===== src/rtl/pwm_group_control_regs.svh =====
// Register offsets, field positions and reset values of the PWM group block
`ifndef PWM_GROUP_CONTROL_REGS_SVH
`define PWM_GROUP_CONTROL_REGS_SVH

`define PWM_CH_COUNT 6
`define PWM_ADDR_W 8
`define PWM_CNT_W 16
`define PWM_DIV_W 3
`define PWM_PRE_W 7

`define GLB_OFS 8'h00
`define CH0_CTL0_OFS 8'h04
`define CH0_CTL1_OFS 8'h08
`define CH_STRIDE 8'h0c
`define STATUS_OFS 8'h80

`define GLB_EN_ALL 0
`define GLB_LD_ALL 4
`define GLB_EN_012 8
`define GLB_EN_345 10
`define GLB_EN_PAIR 12
`define GLB_WMASK 32'h0003ff11
`define GLB_RST 32'h00000000

`define CTL0_INSTANT 31
`define CTL0_LOAD 16
`define CTL0_DIV_LSB 12
`define CTL0_MODE 8
`define CTL0_POL 4
`define CTL0_EN 0
`define CTL0_WMASK 32'h80017111
`define CTL0_RST 32'h00000000

`define CTL1_CMP_LSB 16
`define CTL1_TOP_LSB 0
`define CTL1_RST 32'h00000000

`define STAT_RUN_LSB 8
`define STAT_DOWN_LSB 16

`endif


===== src/rtl/pwm_group_control_pkg.sv =====
// Types shared by the PWM group block
package pwm_group_control_pkg;

	typedef enum logic [1:0] {
		DIR_UP = 2'b01,
		DIR_DOWN = 2'b10
	} dir_t;

	typedef struct packed {
		logic [2:0] div;
		logic mode;
		logic pol;
		logic [15:0] cmp;
		logic [15:0] top;
		logic [15:0] cnt;
		dir_t dir;
		logic out;
	} chan_state_t;

	typedef struct packed {
		logic [6:0] cnt;
	} prescale_state_t;

endpackage


===== src/rtl/pwm_prescaler.sv =====
// Power-of-two count clock enable for one PWM channel
`timescale 1ns/100ps
`include "pwm_group_control_regs.svh"

module pwm_prescaler #(
	parameter int DIV_W = `PWM_DIV_W,
	parameter int PRE_W = `PWM_PRE_W
) (
	input wire logic i_core_clk,
	input wire logic i_rst_b,
	input wire logic i_ce,
	input wire logic i_run,
	input wire logic [DIV_W-1:0] i_div,
	output logic o_tick
);

	pwm_group_control_pkg::prescale_state_t st_reg;
	pwm_group_control_pkg::prescale_state_t st_next;
	logic [PRE_W-1:0] mask;

	// Divide by two to the power of i_div
	assign mask = PRE_W'(({{PRE_W{1'b0}}, 1'b1} << i_div) - 1'b1);
	assign o_tick = i_run && ((st_reg.cnt & mask) == mask);

	always_comb begin
		st_next = st_reg;
		if (!i_run) begin
			st_next.cnt = '0;
		end else begin
			st_next.cnt = st_reg.cnt + 1'b1;
		end
	end

	always_ff @(posedge i_core_clk or negedge i_rst_b) begin
		if (!i_rst_b) begin
			st_reg <= '0;
		end else if (i_ce) begin
			st_reg <= st_next;
		end
	end

endmodule


===== src/rtl/pwm_group_control.sv =====
// Six-channel PWM with group enable and load control
//
// Summary of operation
// - Group enables act only together with each channel's own enable bit 0.
// - Group loads act only together with each channel's own load bit 16.
// - Global bit 16 enables channels 4,5; bit 17 loads them.
// - Global bit 14 enables channels 2,3; bit 15 loads them.
// - Global bit 12 enables channels 0,1; bit 13 loads them.
// - Global bit 10 enables channels 3,4,5; bit 11 loads them.
// - Global bit 8 enables channels 0,1,2; bit 9 loads them.
// - Global bit 0 enables all six channels; bit 4 loads all.
// - Global unused bits read zero, writable bits reset to zero.
// - Channel control bit 31 applies new parameters at once.
// - Channel control bit 16 requests a parameter load.
// - Prescaler bits 14:12 divide the clock by two to that power.
// - Mode bit 8 selects up counting or up-down counting.
// - Polarity bit 4 makes the second edge rising or falling.
// - Second control register holds compare 31:16 and top 15:0.
// - Channel control bit 0 enables that channel.
// - In up mode the counter runs zero to top, then zero.
// - Output toggles at the compare threshold.
`timescale 1ns/100ps
`include "pwm_group_control_regs.svh"

module pwm_group_control #(
	parameter int NUM_CH = `PWM_CH_COUNT,
	parameter int ADDR_W = `PWM_ADDR_W,
	parameter int CNT_W = `PWM_CNT_W
) (
	input wire logic i_core_clk,
	input wire logic i_rst_b,
	input wire logic i_ce,
	input wire logic [ADDR_W-1:0] i_addr,
	input wire logic [31:0] i_wdata,
	input wire logic i_wr,
	input wire logic i_rd,
	output logic [31:0] o_rdata,
	output logic [NUM_CH-1:0] o_pwm
);

	typedef struct packed {
		logic [31:0] glb;
		logic [NUM_CH-1:0][31:0] ctl0;
		logic [NUM_CH-1:0][31:0] ctl1;
		pwm_group_control_pkg::chan_state_t [NUM_CH-1:0] ch;
		logic [NUM_CH-1:0] run;
		logic [31:0] rdata;
	} top_state_t;

	top_state_t st_reg;
	top_state_t st_next;
	logic [NUM_CH-1:0] tick;

	// Address of a channel's first control register
	function automatic logic [ADDR_W-1:0] ctl0_addr(input int ch);
		ctl0_addr = ADDR_W'(`CH0_CTL0_OFS + `CH_STRIDE * ch);
	endfunction

	// Address of a channel's second control register
	function automatic logic [ADDR_W-1:0] ctl1_addr(input int ch);
		ctl1_addr = ADDR_W'(`CH0_CTL1_OFS + `CH_STRIDE * ch);
	endfunction

	// Whether any group bit covering a channel is set
	function automatic logic grp_hit(
		input logic [31:0] glb,
		input int ch,
		input logic is_load
	);
		int off;
		logic all_bit;
		logic tri_bit;
		logic pair_bit;
		// Load bits sit one above their enables, except for all six
		off = is_load ? 1 : 0;
		if (is_load) begin
			all_bit = glb[`GLB_LD_ALL];
		end else begin
			all_bit = glb[`GLB_EN_ALL];
		end
		unique case (ch)
			0, 1: begin
				tri_bit = glb[`GLB_EN_012 + off];
				pair_bit = glb[`GLB_EN_PAIR + off];
			end
			2: begin
				tri_bit = glb[`GLB_EN_012 + off];
				pair_bit = glb[`GLB_EN_PAIR + 2 + off];
			end
			3: begin
				tri_bit = glb[`GLB_EN_345 + off];
				pair_bit = glb[`GLB_EN_PAIR + 2 + off];
			end
			4, 5: begin
				tri_bit = glb[`GLB_EN_345 + off];
				pair_bit = glb[`GLB_EN_PAIR + 4 + off];
			end
			default: begin
				tri_bit = 1'b0;
				pair_bit = 1'b0;
			end
		endcase
		grp_hit = all_bit | tri_bit | pair_bit;
	endfunction

	// Register selects; is_glb serves the write and read paths, is_status only the read path
	function automatic logic is_glb(input logic [ADDR_W-1:0] a);
		is_glb = (a == ADDR_W'(`GLB_OFS));
	endfunction

	function automatic logic is_status(input logic [ADDR_W-1:0] a);
		is_status = (a == ADDR_W'(`STATUS_OFS));
	endfunction

	// A channel runs when its own bit and a covering group bit are set
	function automatic logic chan_run(
		input logic [31:0] glb,
		input logic [31:0] c0,
		input int ch
	);
		chan_run = c0[`CTL0_EN] && grp_hit(glb, ch, 1'b0);
	endfunction

	// Status word: output levels, running and counting-down flags
	function automatic logic [31:0] status_word(input top_state_t s);
		logic [31:0] w;
		w = '0;
		for (int c = 0; c < NUM_CH; c++) begin
			w[c] = s.ch[c].out;
			w[`STAT_RUN_LSB + c] = s.run[c];
			w[`STAT_DOWN_LSB + c] =
				(s.ch[c].dir == pwm_group_control_pkg::DIR_DOWN);
		end
		status_word = w;
	endfunction

	// Read data for one address; unmapped addresses read zero
	function automatic logic [31:0] read_mux(
		input top_state_t s,
		input logic [ADDR_W-1:0] a
	);
		logic [31:0] w;
		w = '0;
		if (is_glb(a)) begin
			w = s.glb;
		end
		if (is_status(a)) begin
			w = status_word(s);
		end
		for (int c = 0; c < NUM_CH; c++) begin
			if (a == ctl0_addr(c)) begin
				w = s.ctl0[c];
			end
			if (a == ctl1_addr(c)) begin
				w = s.ctl1[c];
			end
		end
		read_mux = w;
	endfunction

	typedef struct packed {
		logic [CNT_W-1:0] cnt;
		pwm_group_control_pkg::dir_t dir;
		logic bnd;
	} step_t;

	// One count step; bnd marks a period boundary
	function automatic step_t count_step(
		input pwm_group_control_pkg::chan_state_t s
	);
		step_t r;
		r.cnt = s.cnt;
		r.dir = s.dir;
		r.bnd = 1'b0;
		unique case (s.dir)
			pwm_group_control_pkg::DIR_UP: begin
				if (r.cnt >= s.top) begin
					if (s.mode && s.top != '0) begin
						r.dir = pwm_group_control_pkg::DIR_DOWN;
						r.cnt = s.top - 1'b1;
					end else begin
						r.cnt = '0;
						r.bnd = 1'b1;
					end
				end else begin
					r.cnt = r.cnt + 1'b1;
				end
			end
			pwm_group_control_pkg::DIR_DOWN: begin
				if (r.cnt == '0) begin
					r.dir = pwm_group_control_pkg::DIR_UP;
					r.cnt = (s.top != '0) ? CNT_W'(1) : '0;
					r.bnd = 1'b1;
				end else begin
					r.cnt = r.cnt - 1'b1;
				end
			end
			default: begin
				r.dir = pwm_group_control_pkg::DIR_UP;
				r.cnt = '0;
			end
		endcase
		count_step = r;
	endfunction

	// Active settings taken from the two control words
	function automatic pwm_group_control_pkg::chan_state_t take_shadow(
		input pwm_group_control_pkg::chan_state_t s,
		input logic [31:0] c0,
		input logic [31:0] c1
	);
		pwm_group_control_pkg::chan_state_t r;
		r = s;
		r.div = c0[`CTL0_DIV_LSB +: `PWM_DIV_W];
		r.mode = c0[`CTL0_MODE];
		r.pol = c0[`CTL0_POL];
		r.cmp = c1[`CTL1_CMP_LSB +: `PWM_CNT_W];
		r.top = c1[`CTL1_TOP_LSB +: `PWM_CNT_W];
		take_shadow = r;
	endfunction

	always_comb begin
		logic run;
		logic ld;
		logic inst;
		logic bnd;
		logic [CNT_W-1:0] cnt;
		step_t stp;
		pwm_group_control_pkg::dir_t dir;
		logic [31:0] sh0;
		logic [31:0] sh1;
		run = 1'b0;
		ld = 1'b0;
		inst = 1'b0;
		bnd = 1'b0;
		cnt = '0;
		stp = '0;
		dir = pwm_group_control_pkg::DIR_UP;
		sh0 = '0;
		sh1 = '0;
		st_next = st_reg;
		st_next.rdata = '0;

		// Register writes; read-only bits stay zero
		if (i_wr && is_glb(i_addr)) begin
			st_next.glb = i_wdata & `GLB_WMASK;
		end
		for (int c = 0; c < NUM_CH; c++) begin
			if (i_wr && i_addr == ctl0_addr(c)) begin
				st_next.ctl0[c] = i_wdata & `CTL0_WMASK;
			end
			if (i_wr && i_addr == ctl1_addr(c)) begin
				st_next.ctl1[c] = i_wdata;
			end
		end

		// Register reads, answered in the next cycle
		if (i_rd) begin
			st_next.rdata = read_mux(st_reg, i_addr);
		end

		// Channel counters
		for (int c = 0; c < NUM_CH; c++) begin
			sh0 = st_reg.ctl0[c];
			sh1 = st_reg.ctl1[c];
			run = chan_run(st_reg.glb, sh0, c);
			ld = sh0[`CTL0_LOAD] && grp_hit(st_reg.glb, c, 1'b1);
			inst = sh0[`CTL0_INSTANT];
			bnd = 1'b0;
			cnt = st_reg.ch[c].cnt;
			dir = st_reg.ch[c].dir;
			st_next.run[c] = run;

			if (!run) begin
				cnt = '0;
				dir = pwm_group_control_pkg::DIR_UP;
				st_next.ch[c].out = 1'b0;
			end else if (tick[c]) begin
				stp = count_step(st_reg.ch[c]);
				cnt = stp.cnt;
				dir = stp.dir;
				bnd = stp.bnd;
			end

			st_next.ch[c].cnt = cnt;
			st_next.ch[c].dir = dir;
			if (run) begin
				// High below threshold, then low; inverted by polarity
				st_next.ch[c].out =
					(cnt < st_reg.ch[c].cmp) ^ st_reg.ch[c].pol;
			end

			// Active settings follow the shadow copy
			// Normal loads wait for a boundary so no period is cut
			if (!run || inst || (ld && bnd)) begin
				st_next.ch[c] = take_shadow(st_next.ch[c], sh0, sh1);
			end
			if (ld && bnd) begin
				st_next.ch[c].cnt = cnt;
			end
		end
	end

	always_ff @(posedge i_core_clk or negedge i_rst_b) begin
		if (!i_rst_b) begin
			st_reg <= '0;
			st_reg.glb <= `GLB_RST;
			for (int c = 0; c < NUM_CH; c++) begin
				st_reg.ctl0[c] <= `CTL0_RST;
				st_reg.ctl1[c] <= `CTL1_RST;
				st_reg.ch[c].dir <= pwm_group_control_pkg::DIR_UP;
			end
		end else if (i_ce) begin
			st_reg <= st_next;
		end
	end

	assign o_rdata = st_reg.rdata;

	genvar g;
	generate
		for (g = 0; g < NUM_CH; g++) begin : g_ch
			pwm_prescaler #(
				.DIV_W(`PWM_DIV_W),
				.PRE_W(`PWM_PRE_W)
			) u_pre (
				.i_core_clk(i_core_clk),
				.i_rst_b(i_rst_b),
				.i_ce(i_ce),
				.i_run(st_reg.run[g]),
				.i_div(st_reg.ch[g].div),
				.o_tick(tick[g])
			);
			assign o_pwm[g] = st_reg.ch[g].out;
		end
	endgenerate

endmodule


===== config.mk =====
export PLATFORM = sky130hd
export DESIGN_NAME = pwm_group_control
export DESIGN_NICKNAME = d
export VERILOG_FILES = /design/src/rtl/pwm_group_control_pkg.sv /design/src/rtl/pwm_prescaler.sv /design/src/rtl/pwm_group_control.sv
export VERILOG_INCLUDE_DIRS = /design/src /design/src/rtl
export SDC_FILE = /design/constraint.sdc
export NUM_CORES = 2
export LEC_CHECK = 0
export BUFFER_PORTS_ARGS = -buffer_cell sky130_fd_sc_hd__buf_2
export CORE_ASPECT_RATIO = 0.6
export CORE_UTILIZATION = 35
export DETAILED_ROUTE_END_ITERATION = 12
export PLACE_DENSITY_LB_ADDON = 0.25
export SYNTH_ARGS = -nofsm -noshare
export SYNTH_HDL_FRONTEND = slang
export SYNTH_SLANG_ARGS = --single-unit

===== constraint.sdc =====
create_clock -name i_core_clk -period 6 [get_ports i_core_clk]
set_input_delay 1.2 -clock i_core_clk [delete_from_list [all_inputs] [get_ports i_core_clk]]
set_output_delay 1.2 -clock i_core_clk [all_outputs]
set_load 0.01 [all_outputs]

=== Word-level counts from Yosys, hierarchy flattened ===
Index checks and enable logic that the tools add are counted.

* Add/subtract/negate cells: 30
* Multiply operators: 0
* Div/mod/pow operators: 0
* Order comparisons: 12
* Equality and inequality tests: 31
* Shift operators: 6
* Muxes and demuxes: 129
* Bitwise logic cells: 24
* Reductions and logical operators: 93

{| class="wikitable"
|+ Operator list
! cell !! number
|-
| $mux 16 || 36
|-
| $mux 32 || 14
|-
| $pmux 18 s2 || 6
|-
| $sub 16x1->16 const B || 12
|-
| $add 16x1->16 const B || 6
|-
| $ge 16x16->1 || 6
|-
| $logic_not 16->1 || 6
|-
| $lt 16x16->1 || 6
|-
| $reduce_bool 16->1 || 6
|-
| $logic_and 1x1->1 || 43
|-
| $add 7x1->7 const B || 6
|-
| $and 7x7->7 || 6
|-
| $eq 7x7->1 || 6
|-
| $mux 7 || 6
|-
| $shl 1x3->7 const A || 6
|-
| $sub 7x1->7 const B || 6
|-
| $eq 8x6->1 const B || 5
|-
| $reduce_and 2->1 || 19
|-
| $mux 2 || 18
|-
| $mux 3 || 12
|-
| $mux 1 || 30
|-
| $eq 8x5->1 const B || 3
|-
| $mux 18 || 1
|-
| $eq 8x7->1 const B || 2
|-
| other kinds (11) || 58
|}

* Flip-flop bits (word level): 668
* Latch bits: 0
* RAM bits: 0
* Bits in read-only memories: 0
* Input bits: 45
* Output and inout bits: 38
* Memories kept: 0

=== Longest topological paths before layout ===
* Depth in word-level cells: 16
* Depth in mapped cells: 22
* Depth with buffers taken out: 20

=== Cells and area by module ===
From an unflattened synthesis, not the netlist that was laid out.

* Cell total of the unflattened synthesis: 4359
* Area, all modules: 42136.7 um2

{| class="wikitable"
|+ Modules (own cells, without submodules)
! module !! instances !! cells each !! area an instance (um2)
|-
| pwm_group_control || 1 || 4017 || 39141.3
|-
| pwm_prescaler || 6 || 57 || 499.2
|}

=== Worst setup path before layout ===
No wires, ideal clock.

* Kind: register -> register
* Start: reg st_reg[373] (netlist bit)
* End: reg st_reg (netlist bit o_pwm[5])
* Arrival time: 4232 ps
* Required time: 5876 ps
* Slack: 1644 ps
* Cell stages (with the launch flop): 20
* Period minus slack after synthesis: 4356 ps
* Path through: dfrtp_1 or3_1 ha_1 nor3b_1 a21oi_1 o22a_1 o2111a_1 nand2b_1 clkbuf_1 nor2_1 o21a_1 ha_1 and4_1 and3_1 a221oi_1 nand4_1 a31o_2 a221oi_1 nor3_1 a211o_1

* Cells in the longest elaborated chain, start to end: 10

{| class="wikitable"
|+ Ends and longest elaborated chain
! element !! line !! RTL
|-
| start: declaration || pwm_group_control.sv:50 || <nowiki>top_state_t st_reg;</nowiki>
|-
| start signal: assignment || pwm_group_control.sv:314 || <nowiki>st_reg <= st_next;</nowiki>
|-
| $shl 1x3->7 * || pwm_prescaler.sv:22 || <nowiki>assign mask = PRE_W'(({{PRE_W{1'b0}}, 1'b1} << i_div) - 1'b1);</nowiki>
|-
| $sub 7x1->7 * || pwm_prescaler.sv:22 ||
|-
| $and 7x7->7 || pwm_prescaler.sv:23 || <nowiki>assign o_tick = i_run && ((st_reg.cnt & mask) == mask);</nowiki>
|-
| $eq 7x7->1 * || pwm_prescaler.sv:23 ||
|-
| $logic_and 1x1->1 * || pwm_prescaler.sv:23 ||
|-
| $mux 16 * || pwm_group_control.sv:278 || <nowiki>end else if (tick[c]) begin</nowiki>
|-
| $mux 16 * || pwm_group_control.sv:274 || <nowiki>if (!run) begin</nowiki>
|-
| $lt 16x16->1 * || pwm_group_control.sv:290 || <nowiki>(cnt < st_reg.ch[c].cmp) ^ st_reg.ch[c].pol;</nowiki>
|-
| $xor 1x1->1 * || pwm_group_control.sv:290 ||
|-
| $mux 1 * || pwm_group_control.sv:287 || <nowiki>if (run) begin</nowiki>
|}

Every way passes the cells marked *; elsewhere a longest branch is shown, timed or not.
A chain may end at the register's enable or synchronous reset.

=== Worst setup path after layout ===
Ends and elaborated chain as after synthesis.

==> metrics.cfg <==
[global_routing]
grt_first_pass_wirelength_mm=237
track_usage=0.256
grt_pass1_vias=33200
grt_start_max_net_pins=153
overflow=0
antenna_found_initial=22

[sta]
setup_viol=0
final_hold_viol_count=0
holdWs_ns=0.476
rsz0062_at_grt=false
timing.fmax_ghz=0.185
clock_skew_ns=0.0338
worst_pin_slew_ns=1.45
layout_min_cycle_time_ns=5.41
finalMaxSlewViolations=0
slew_headroom=0.00623
fin_setup_tns_ns=0
period_share=0.902

[die]
dieArea_sq_um=124000
die_x_um=454
die_h_um=273
initial_core_util=0.356
coreArea_sq_um=120000
rows=98
ioPinCount=83

[outcome]
violations=capacitance limit
outcome=finished, violations left

[synthesis]
ys_types=94
synth-seq-cells=668
yosysMostFrequentCell=dfrtp_1
avgSynthCellArea_sq_um=9.66
netlist_area_sq_um=42800
synth_edf_count=0
ys.warnings.count=0
async_reset_ff_frac=1.00
synth_commonest_cells=dfrtp_1 (662), mux2_2 (452), nand2_1 (355)
yosysSeqAreaShare=0.391
yosys.area.top_type=dfrtp_1
ys_top_cells_by_area=dfrtp_1 (39%), mux2_2 (12%), ha_1 (6.9%)
synth_top_area_frac=0.387
synthFlopType=dfrtp_1
syn_nets=4714
netlist_instances=4432

[clock_network]
cts_tree=done
cts_resized=0
cts_root_buffer=clkbuf_16
postCtsHoldBufs=0
clk_latency_ns=0.68
numCtsBuffers=70
cts_setup_buffers=0
cts.sink_count=668
clkSlewWorstSetupHoldPaths_ns=0.06
htree_levels=3
clockBufferDepth=3

[critical_path]
path_max_fanout=12
start_kind=register
r2r-end=o_pwm[5]$_DFFE_PN0P_
critPathKind=register to register
critPathArrivalTime_ns=5.96
r2r_setup_slack_ns=0.59
endpoint_kind=register
cp-endpoint=o_pwm[5]$_DFFE_PN0P_
required_ns=6.55
r2r_start=st_reg[373]$_DFFE_PN0P_
critPathLaunch=st_reg[373]$_DFFE_PN0P_
worstRegToRegCells=18

[drt]
drt_iter0_drc=4300
first_pass_iters=6
avgViaCountPerCell=6.01
vias=36200
wl_mm=161
met1_length_mm=81.0
met3_length_mm=18.1
routedWlPerCell_um=26.6
post-route-drc-count=0
met2_wirelength_mm=58.7
ant_nets=0
dr.max_layer_used=met5

[pwr]
leakage_nw=21.3
ir_worst_vdd_mv=0.219
powerDensity_nw_per_um2=227

[worst_hold_path]
hold_path_class=register to register

[placed_design]
portBuffers=82
dp_hpwl_mm=123
gp_congestion=0.972

[final_layout]
multi_input_area_sq_um=23700
largest_reg_flops=588
drive_gt1_frac=0.185
fill_cells=12000
regArea_sq_um=16700
syn2layout_area_growth_pct=9.63
nets=4653
post-route-util=0.391

[flow_run]
drv_cap=1

area by class of cell:
| class | instances | area share |
|---|---|---|
| multi-input cells | 3188 | 0.505 |
| flip-flops and latches | 668 | 0.356 |
| well taps | 1600 | 0.0426 |
| clock buffers | 88 | 0.0409 |
| repair buffers | 162 | 0.0232 |
| inverters | 281 | 0.0225 |
| clock inverters | 37 | 0.00888 |
| diodes | 7 | 0.000373 |
layout by cell type, fill, tap and decap left out, types with 142 or more instances in the layout:
cell type  count
nor2_1       215
inv_1        280
dfrtp_1      662
xnor2_1      142
ha_1         237
nand2_1      355
nand3_1      151
o21ai_0      263
a21oi_1      187
mux2_2       452
worst min-delay path by stage:
stage / startpoint / end / slack [ns] / cells after the start
after floorplan: o_rdata[14]$_DFFE_PN0P_ / o_rdata[14]$_DFFE_PN0P_ / 0.45 / 2
after global placement: o_rdata[15]$_DFFE_PN0P_ / o_rdata[15]$_DFFE_PN0P_ / 0.46 / 1
after detailed placement: o_rdata[18]$_DFFE_PN0P_ / o_rdata[18]$_DFFE_PN0P_ / 0.46 / 1
after CTS: o_rdata[18]$_DFFE_PN0P_ / o_rdata[18]$_DFFE_PN0P_ / 0.48 / 1
after global routing: o_rdata[18]$_DFFE_PN0P_ / o_rdata[18]$_DFFE_PN0P_ / 0.49 / 1
final: o_rdata[18]$_DFFE_PN0P_ / o_rdata[18]$_DFFE_PN0P_ / 0.48 / 1
power by group:
| part | leakage [nW] | total, mW | internal [mW] | switching [mW] |
|---|---|---|---|---|
| registers | 9.27 | 4.75 | 4.60 | 0.156 |
| logic | 10.9 | 1.31 | 0.479 | 0.833 |
| clock network | 1.14 | 4.61 | 2.52 | 2.08 |
critical path, stage by stage, from the launching register on:
cell and delay, ns:
dfrtp_1 0.44, or3_1 0.40, ha_1 0.24, nand2_1 0.10, nor3b_1 0.06, o21ai_0 0.24
o2111a_1 0.46, nand2b_1 0.50, a21oi_1 0.34, o21a_1 0.16, ha_1 0.24, and4_1 0.20
and3_1 0.25, a221oi_1 0.57, nand4_1 0.16, a31o_2 0.24, a221oi_1 0.34, nor3_1 0.11
a211o_1 0.24
through the flow:
step           setup WS, ns  power, mW  cell area (sq um)  cells
2_1_floorplan          1.64       5.59              42800   4432
3_3_place_gp          0.868       6.11              44600   5898
3_5_place_dp          0.825       6.11              44600   5898
4_1_cts               0.778       10.7              46900   6023
5_1_grt               0.289       11.0              46900   6027
6_report              0.587       10.7              46900   6031
metal layers:
layer / up-vias / track usage
met3: 188 / 0.0694
met5: - / 0
met2: 1714 / 0.314
met4: 2 / 0.0505
li1: 16000 / -
met1: 18300 / 0.424
logic make-up after synthesis:
family | share of synthesized area
flops | 0.391
xor+xnor | 0.0397
mux | 0.144
compound gates | 0.161
fa+ha+maj | 0.0697
buf+inv | 0.0564
simple gates | 0.138
Note: power is estimated with default switching activity, not from simulation.
